File: config.mk
export PLATFORM = sky130hd
export DESIGN_NAME = thermistor_charge_limit_regs
export DESIGN_NICKNAME = d
export VERILOG_FILES = /design/src/rtl/thermistor_pkg.sv /design/src/rtl/thermistor_charge_limit_regs.sv /design/src/rtl/thermistor_zone.sv
export VERILOG_INCLUDE_DIRS = /design/src /design/src/rtl
export SDC_FILE = /design/constraint.sdc
export NUM_CORES = 1
export LEC_CHECK = 0
export BUFFER_PORTS_ARGS = -buffer_cell sky130_fd_sc_hd__buf_2
export CAP_MARGIN = 0
export CORE_MARGIN = 2
export CORE_UTILIZATION = 54
export DETAILED_ROUTE_END_ITERATION = 10
export PLACE_DENSITY = 0.88
export SLEW_MARGIN = 40
export SYNTH_ARGS = -nofsm -noshare
export SYNTH_HDL_FRONTEND = slang
export SYNTH_HIERARCHICAL = 1
export SYNTH_SLANG_ARGS = --single-unit
File: constraint.sdc
create_clock -name aclk -period 5.8 [get_ports aclk]
set_input_delay 1.16 -clock aclk [delete_from_list [all_inputs] [get_ports aclk]]
set_output_delay 1.16 -clock aclk [all_outputs]
set_load 0.02 [all_outputs]
File: src/rtl/thermistor_cfg.svh
`ifndef THERMISTOR_CFG_SVH
`define THERMISTOR_CFG_SVH
// =====================================================
// register indices, byte address is four times index
`define IDX_CTRL 8'h61
`define IDX_COLD 8'h62
`define IDX_COOL 8'h63
`define IDX_WARM 8'h64
`define IDX_HOT 8'h65
`define IDX_PART 8'h6F
`define IDX_ZONE 8'h70
`define IDX_MEAS 8'h71
// =====================================================
// reset values
`define RST_CTRL 8'h34
`define RST_COLD 8'h7C
`define RST_COOL 8'h6D
`define RST_WARM 8'h38
`define RST_HOT 8'h27
`define RST_MEAS 8'hFF
// =====================================================
// control register fields
`define CTRL_VRED_HI 6
`define CTRL_VRED_LO 4
`define CTRL_IRED_HI 2
`define CTRL_IRED_LO 0
`define CTRL_MASK 8'h77
`define VRED_STEP_MV 16'd50
`define IRED_EIGHTHS 4'h8
// =====================================================
// bus answers
`define RESP_OKAY 2'h0
`define RESP_SLVERR 2'h2
`define ADDR_LSB 2
`endif

File: src/rtl/thermistor_pkg.sv
package thermistor_pkg;
	typedef enum logic [2:0] {zone_cold, zone_cool, zone_normal, zone_warm, zone_hot} zone_t;
endpackage

File: src/rtl/thermistor_charge_limit_regs.sv
`timescale 1ns/1ps
`include "thermistor_cfg.svh"
// =====================================================
// thermistor limit and charge reduction registers, axi4-lite slave
module thermistor_charge_limit_regs
#(
	parameter logic [7:0] PART_CODE = 8'hA5 // arbitrary value
)
(
	input wire logic aclk,
	input wire logic aresetn,
	input wire logic [31:0] s_axi_awaddr,
	input wire logic s_axi_awvalid,
	output logic s_axi_awready,
	input wire logic [31:0] s_axi_wdata,
	input wire logic [3:0] s_axi_wstrb,
	input wire logic s_axi_wvalid,
	output logic s_axi_wready,
	output logic [1:0] s_axi_bresp,
	output logic s_axi_bvalid,
	input wire logic s_axi_bready,
	input wire logic [31:0] s_axi_araddr,
	input wire logic s_axi_arvalid,
	output logic s_axi_arready,
	output logic [31:0] s_axi_rdata,
	output logic [1:0] s_axi_rresp,
	output logic s_axi_rvalid,
	input wire logic s_axi_rready,
	input wire logic [7:0] meas_code,
	input wire logic meas_valid,
	input wire logic [15:0] nominal_vreg_mv,
	input wire logic [15:0] nominal_fast_charge_current,
	output logic [2:0] zone_code,
	output logic [15:0] target_vreg_mv,
	output logic [15:0] target_fast_charge_current
);
	// =====================================================
	// storage
	logic [7:0] ctrl_q;
	logic [7:0] cold_q;
	logic [7:0] cool_q;
	logic [7:0] warm_q;
	logic [7:0] hot_q;
	logic [7:0] meas_q;
	logic [31:0] awaddr_q;
	logic aw_held_q;
	logic [7:0] wdata_q;
	logic wstrb0_q;
	logic w_held_q;
	thermistor_pkg::zone_t zone_d;
	logic [2:0] vred;
	logic [2:0] ired;
	logic [19:0] scaled_fast_charge_current;
	logic [3:0] keep_eighths;
	logic do_write;
	logic [7:0] widx;
	logic [7:0] ridx;
	// per register write strobes
	logic wr_ctrl;
	logic wr_cold;
	logic wr_cool;
	logic wr_warm;
	logic wr_hot;
	// decoded bus answers
	logic w_mapped;
	logic [31:0] rdata_d;
	logic [1:0] rresp_d;
	// next charge targets
	logic [15:0] vreg_d;
	logic [15:0] fast_charge_current_d;
	logic [15:0] vreg_cut;

	// =====================================================
	// write channel
	assign s_axi_awready = !aw_held_q && !s_axi_bvalid;
	assign s_axi_wready = !w_held_q && !s_axi_bvalid;
	assign do_write = aw_held_q && w_held_q;
	assign widx = awaddr_q[`ADDR_LSB +: 8];

	// address channel, held until the write completes
	always_ff @(posedge aclk)
	begin
		if (!aresetn)
		begin
			aw_held_q <= 1'b0;
			awaddr_q <= 32'h0;
		end
		else if (s_axi_awvalid && s_axi_awready)
		begin
			aw_held_q <= 1'b1;
			awaddr_q <= s_axi_awaddr;
		end
		else if (do_write)
			aw_held_q <= 1'b0;
	end

	// data channel, may come before or after the address
	always_ff @(posedge aclk)
	begin
		if (!aresetn)
		begin
			w_held_q <= 1'b0;
			wdata_q <= 8'h00;
			wstrb0_q <= 1'b0;
		end
		else if (s_axi_wvalid && s_axi_wready)
		begin
			w_held_q <= 1'b1;
			wdata_q <= s_axi_wdata[7:0];
			wstrb0_q <= s_axi_wstrb[0];
		end
		else if (do_write)
			w_held_q <= 1'b0;
	end

	// index decode for the write answer
	always_comb
	begin
		case (widx)
			`IDX_CTRL, `IDX_COLD, `IDX_COOL, `IDX_WARM, `IDX_HOT, `IDX_PART,
			`IDX_ZONE, `IDX_MEAS:
				w_mapped = 1'b1;
			default:
				w_mapped = 1'b0;
		endcase
	end

	// write response; unmapped index answers slverr
	always_ff @(posedge aclk)
	begin
		if (!aresetn)
		begin
			s_axi_bvalid <= 1'b0;
			s_axi_bresp <= `RESP_OKAY;
		end
		else if (do_write)
		begin
			s_axi_bvalid <= 1'b1;
			s_axi_bresp <= w_mapped ? `RESP_OKAY : `RESP_SLVERR;
		end
		else if (s_axi_bready)
			s_axi_bvalid <= 1'b0;
	end

	// =====================================================
	// write strobes, byte lane 0 only; part code has none
	assign wr_ctrl = do_write && wstrb0_q && (widx == `IDX_CTRL);
	assign wr_cold = do_write && wstrb0_q && (widx == `IDX_COLD);
	assign wr_cool = do_write && wstrb0_q && (widx == `IDX_COOL);
	assign wr_warm = do_write && wstrb0_q && (widx == `IDX_WARM);
	assign wr_hot = do_write && wstrb0_q && (widx == `IDX_HOT);

	// control register, reserved bits stored as written
	always_ff @(posedge aclk)
	begin
		if (!aresetn)
		begin
			ctrl_q <= `RST_CTRL;
		end
		else if (wr_ctrl)
		begin
			ctrl_q <= wdata_q;
		end
	end

	// cold limit
	always_ff @(posedge aclk)
	begin
		if (!aresetn)
		begin
			cold_q <= `RST_COLD;
		end
		else if (wr_cold)
		begin
			cold_q <= wdata_q;
		end
	end

	// cool limit
	always_ff @(posedge aclk)
	begin
		if (!aresetn)
		begin
			cool_q <= `RST_COOL;
		end
		else if (wr_cool)
		begin
			cool_q <= wdata_q;
		end
	end

	// warm limit
	always_ff @(posedge aclk)
	begin
		if (!aresetn)
		begin
			warm_q <= `RST_WARM;
		end
		else if (wr_warm)
		begin
			warm_q <= wdata_q;
		end
	end

	// hot limit
	always_ff @(posedge aclk)
	begin
		if (!aresetn)
		begin
			hot_q <= `RST_HOT;
		end
		else if (wr_hot)
		begin
			hot_q <= wdata_q;
		end
	end

	// =====================================================
	// read channel, one cycle answer
	assign s_axi_arready = !s_axi_rvalid;
	assign ridx = s_axi_araddr[`ADDR_LSB +: 8];

	// read data decode; unmapped index reads zero with slverr
	always_comb
	begin
		rdata_d = 32'h0;
		rresp_d = `RESP_OKAY;
		case (ridx)
			`IDX_CTRL: rdata_d = {24'h0, ctrl_q};
			`IDX_COLD: rdata_d = {24'h0, cold_q};
			`IDX_COOL: rdata_d = {24'h0, cool_q};
			`IDX_WARM: rdata_d = {24'h0, warm_q};
			`IDX_HOT: rdata_d = {24'h0, hot_q};
			`IDX_PART: rdata_d = {24'h0, PART_CODE};
			`IDX_ZONE: rdata_d = {29'h0, zone_code};
			`IDX_MEAS: rdata_d = {24'h0, meas_q};
			default:
				rresp_d = `RESP_SLVERR;
		endcase
	end

	// read answer, held until taken
	always_ff @(posedge aclk)
	begin
		if (!aresetn)
		begin
			s_axi_rvalid <= 1'b0;
			s_axi_rdata <= 32'h0;
			s_axi_rresp <= `RESP_OKAY;
		end
		else if (s_axi_arvalid && s_axi_arready)
		begin
			s_axi_rvalid <= 1'b1;
			s_axi_rdata <= rdata_d;
			s_axi_rresp <= rresp_d;
		end
		else if (s_axi_rready)
			s_axi_rvalid <= 1'b0;
	end

	// =====================================================
	// latest thermistor measurement
	always_ff @(posedge aclk)
	begin
		if (!aresetn)
			meas_q <= `RST_MEAS;
		else if (meas_valid)
			meas_q <= meas_code;
	end

	thermistor_zone u_zone
	(
		.meas_code(meas_q),
		.cold_limit(cold_q),
		.cool_limit(cool_q),
		.warm_limit(warm_q),
		.hot_limit(hot_q),
		.zone(zone_d)
	);

	// =====================================================
	// charge targets from zone and reduction codes
	assign vred = ctrl_q[`CTRL_VRED_HI:`CTRL_VRED_LO];
	assign ired = ctrl_q[`CTRL_IRED_HI:`CTRL_IRED_LO];
	assign keep_eighths = `IRED_EIGHTHS - {1'b0, ired};
	assign scaled_fast_charge_current = nominal_fast_charge_current * keep_eighths;
	assign vreg_cut = 16'(vred * `VRED_STEP_MV);

	// voltage cut applies only in the warm zone
	always_comb
	begin
		if (zone_d == thermistor_pkg::zone_warm)
			vreg_d = 16'(nominal_vreg_mv - vreg_cut);
		else
			vreg_d = nominal_vreg_mv;
	end

	// reduced current in cool and warm; zero charge in cold or hot
	always_comb
	begin
		case (zone_d)
			thermistor_pkg::zone_cool, thermistor_pkg::zone_warm:
				fast_charge_current_d = (ired == 3'h0) ? nominal_fast_charge_current : scaled_fast_charge_current[18:3];
			thermistor_pkg::zone_cold, thermistor_pkg::zone_hot:
				fast_charge_current_d = 16'h0;
			default:
				fast_charge_current_d = nominal_fast_charge_current;
		endcase
	end

	// registered zone report
	always_ff @(posedge aclk)
	begin
		if (!aresetn)
		begin
			zone_code <= 3'h0;
		end
		else
		begin
			zone_code <= zone_d;
		end
	end

	// registered voltage target
	always_ff @(posedge aclk)
	begin
		if (!aresetn)
		begin
			target_vreg_mv <= 16'h0;
		end
		else
		begin
			target_vreg_mv <= vreg_d;
		end
	end

	// registered current target
	always_ff @(posedge aclk)
	begin
		if (!aresetn)
		begin
			target_fast_charge_current <= 16'h0;
		end
		else
		begin
			target_fast_charge_current <= fast_charge_current_d;
		end
	end
endmodule

File: src/rtl/thermistor_zone.sv
`timescale 1ns/1ps
`include "thermistor_cfg.svh"
// =====================================================
// zone select from a measurement; an NTC reads higher when colder
module thermistor_zone
(
	input wire logic [7:0] meas_code,
	input wire logic [7:0] cold_limit,
	input wire logic [7:0] cool_limit,
	input wire logic [7:0] warm_limit,
	input wire logic [7:0] hot_limit,
	output thermistor_pkg::zone_t zone
);
	// ordered compare, extremes win
	always_comb
	begin
		if (meas_code >= cold_limit)
			zone = thermistor_pkg::zone_cold;
		else if (meas_code <= hot_limit)
			zone = thermistor_pkg::zone_hot;
		else if (meas_code >= cool_limit)
			zone = thermistor_pkg::zone_cool;
		else if (meas_code <= warm_limit)
			zone = thermistor_pkg::zone_warm;
		else
			zone = thermistor_pkg::zone_normal;
	end
endmodule

==> metrics.md <==
| Metric | Value |
|---|---|
| CP Data Required Time | `approximately 6.1 ns` |
| CP arrival | `between 5 and 6 ns` |
| Largest family of logic cells by synthesized area | `simple AND/OR/NAND/NOR gates` |
| Number of placement rows | `44` |
| Vias per Instance | `about 5.7` |
| Vias in the first global route | `7308` |
| Post-Synth Simple-Gate Area | `21.2%` |
| WL final | `21600 um` |
| Final nets | `roughly 1400` |
| TritonRoute pass-1 iters | `5` |
| EDFF count, synth | `0` |
| Drt wl/cell | `between 15 and 20 um` |
| Switching pwr | `574 uW` |
| Synth area leaders | `dfxtp_1 (28%), ha_1 (10%), fa_1 (7.1%), mux2i_1 (6.8%), nand2_1 (6.7%)` |
| Aggregate global routing overflow | `0` |
| Reg power frac | `38.4%` |
| CTS tree | `done` |
| H-tree Lvls | `4` |
| Num CTS Buffers | `17` |
| Synth Register Bits | `between 100 and 150` |
| Total Power | `2.18 mW` |
| Sequential fraction of the synthesis area | `28.0%` |
| Number of nets with antenna violations after routing | `0` |
| Netlist cell types | `73` |
| Critical Path End Type | `flip-flop` |
| Die height | `around 130 um` |
| Count leader, synth | `nand2_1` |
| Worst Hold Path Cells | `2` |
| DR iter-0 viols | `602` |
| Highest ir drop seen on vdd | `0.204 mV` |
| Hold buffers post-CTS | `0` |
| Max-cap violations | `0` |
| Final Max Slew Viols | `0` |
| Post-synthesis xor/xnor area fraction | `1.61%` |
| Adder-Cell Fraction of Synth Area | `17.3%` |
| Comb power frac | `12.1%` |
| Final GP Congestion | `0.937` |
| CTS Root Cell | `clkbuf_16` |
| Critical Path Start Type | `flip-flop` |
| I/O pins | `224` |
| Largest net degree at the start of global routing | `55` |
| Post-CTS sizing | `0` |
| PD cells | `231 nW/um^2` |
| R2r worst-path depth | `15` |
| Top cell type by total area after synthesis | `dfxtp_1` |
| Number of setup buffers added after CTS | `0` |
| Status | `completed` |
| Post-DP HPWL | `16200 um` |
| Post-synth top flop | `dfxtp_1` |
| Clock share of power | `49.5%` |
| Post-synthesis cell area | `8150 um^2` |
| Setup TNS | `0 ns` |
| Worst skew pair latency | `between 0.4 and 0.5 ns` |
| Slew @ Worst Pin | `0.746 ns` |
| Final Hold Fails | `0` |
| Final setup vio count | `0` |
| RSZ-0062 raised after global routing | `false` |
| Worst Setup Path Type | `reg2reg` |
| Fraction of registers with async set/reset | `0%` |
| Die width | `around 130 um` |
| Initial Util | `55.6%` |
| Tcrit/Tclk final | `86.9%` |
| Most frequent cells after synthesis | `nand2_1 (146), dfxtp_1 (114), inv_1 (107)` |
| Synth Area per Inst | `8.15 um^2` |
| Layout area overhead | `15.7%` |
| Antenna Cells | `0` |
| Sw frac | `a little over a quarter` |
| DR vias | `7477` |
| Post-synthesis compound-gate area fraction | `15.9%` |
| Crit-path max FO | `19` |
| Min cycle time layout | `5.04 ns` |
| Die area | `16100 um^2` |
| Int Pwr | `between 1.5 and 2 mW` |
| Slew HR | `50.0%` |
| First-pass GRT wire length | `35000 um` |
| CTS max path bufs | `2` |
| Buffers added on ports | `between 100 and 150` |
| Synth warn | `6` |
| Area fraction of the dominant cell type after synthesis | `28.0%` |
| Core area | `14600 um^2` |
| Min-delay worst type | `reg2reg` |
| Share of cells above drive strength 1 | `between 10% and 20%` |
| CTS Sinks | `roughly 110` |
| DRC | `0` |
| Clock Skew | `0.0126 ns` |
| Total GRT Usage | `between 20% and 30%` |
| Post-synthesis mux area share | `between 6 and 7%` |
| Cells after Synth | `999` |
| Initial antenna violation count | `1` |
| Fmax | `a little under 200 MHz` |
| CTS clk-pin slew, worst paths | `approximately 0.060 ns` |
| Leak | `approximately 4.4 nW` |
==> worst max-delay path, stage by stage, from the launching register on <==
cell	delay, ns
dfxtp_1	0.79
inv_1	0.10
ha_1	0.22
ha_1	0.59
nand2_1	0.14
fa_1	0.51
inv_1	0.05
fa_1	0.56
inv_1	0.07
fa_1	0.43
nand2b_1	0.21
a211oi_1	0.39
nor2_1	0.16
o21ai_1	0.29
xor2_1	0.11
a221o_1	0.29
==> power groups by stage <==
stage / Clock, mW / Combinational [mW] / Sequential [mW]
6_report: 1.08 / 0.264 / 0.837
2_1_floorplan: 0 / 0.172 / 0.858
5_1_grt: 1.13 / 0.293 / 0.839
3_3_place_gp: 0 / 0.251 / 0.851
4_1_cts: 1.08 / 0.261 / 0.836
3_5_place_dp: 0 / 0.259 / 0.852
==> per-layer routing <==
metal	vias to the layer above	wire length (um)	GRT usage (%)
li1	3590	-	-
met1	3525	8740	32.5
met2	293	10500	46.4
met3	67	1590	7.17
met4	2	670	10.9
met5	-	11	0
==> state kept, by name (all words and copies together), names as in the netlist <==
name and cells:
s_axi_rvalid 1, target_fast_charge_current 16, target_vreg_mv 16, zone_code 3
ctrl_q 8, meas_q 8, s_axi_bresp 1, aw_held_q 1
wdata_q 8, s_axi_bvalid 1, cool_q 8, hot_q 8
wstrb0_q 1, w_held_q 1, awaddr_q 8, warm_q 8
s_axi_rdata 8, cold_q 8, s_axi_rresp 1
==> worst paths after layout <==
path	startpoint	endpoint	slack, ns
worst max-delay path	ctrl_q[0]$_SDFFE_PN0P_	target_fast_charge_current[15]$_SDFF_PN0_	0.76
worst min-delay path	awaddr_q[7]$_SDFFE_PN0P_	awaddr_q[7]$_SDFFE_PN0P_	0.46
worst max register to register	ctrl_q[0]$_SDFFE_PN0P_	target_fast_charge_current[15]$_SDFF_PN0_	0.76
worst min register to register	awaddr_q[7]$_SDFFE_PN0P_	awaddr_q[7]$_SDFFE_PN0P_	0.46
==> cells in the final DEF (no fill, tap or decap), types with 15 or more instances in the layout <==
| cell | Yosys | routed |
|---|---|---|
| and2_1 | 52 | 52 |
| a211oi_1 | 15 | 15 |
| nand2b_1 | 18 | 18 |
| clkbuf_16 | 0 | 17 |
| fa_1 | 29 | 29 |
| mux2i_1 | 55 | 55 |
| inv_1 | 107 | 107 |
| o21ai_0 | 28 | 28 |
| conb_1 | 1 | 26 |
| ha_1 | 66 | 66 |
| nand2_1 | 146 | 146 |
| buf_2 | 8 | 122 |
| nor2_1 | 58 | 58 |
| a21oi_1 | 78 | 78 |
| dfxtp_1 | 114 | 114 |
==> cells by family (layout without fill, tap and decap cells) <==
group / after synthesis / count (layout)
other cells: 1 / 26
xor+xnor: 15 / 15
compound gates: 196 / 196
flops: 114 / 114
buf+inv: 168 / 269
fa+ha+maj: 95 / 95
mux: 56 / 56
simple gates: 354 / 354
==> final cells by class <==
type,count,area [um^2]
Clock buffer,20,457
Timing Repair Buffer,129,663
Fill cell,1201,5220
Multi-Input combinational cell,742,5230
Inverter,108,405
Sequential cell,114,2280
Clock inverter,12,156
Tap cell,184,230
==> through the flow <==
stage / utilization, % / std cells / worst slack [ns] / hold slack (ns) / area, um^2
2_1_floorplan: - / 1024 / 1.32 / 0.432 / 8240
3_3_place_gp: 60.1 / 1277 / 0.857 / 0.442 / 8800
3_5_place_dp: 60.2 / 1277 / 0.776 / 0.453 / 8810
4_1_cts: 64.3 / 1309 / 0.762 / 0.461 / 9420
5_1_grt: 64.4 / 1309 / 0.478 / 0.500 / 9420
6_report: 64.4 / 1309 / 0.762 / 0.458 / 9420
(Power assumes the default switching activity.)
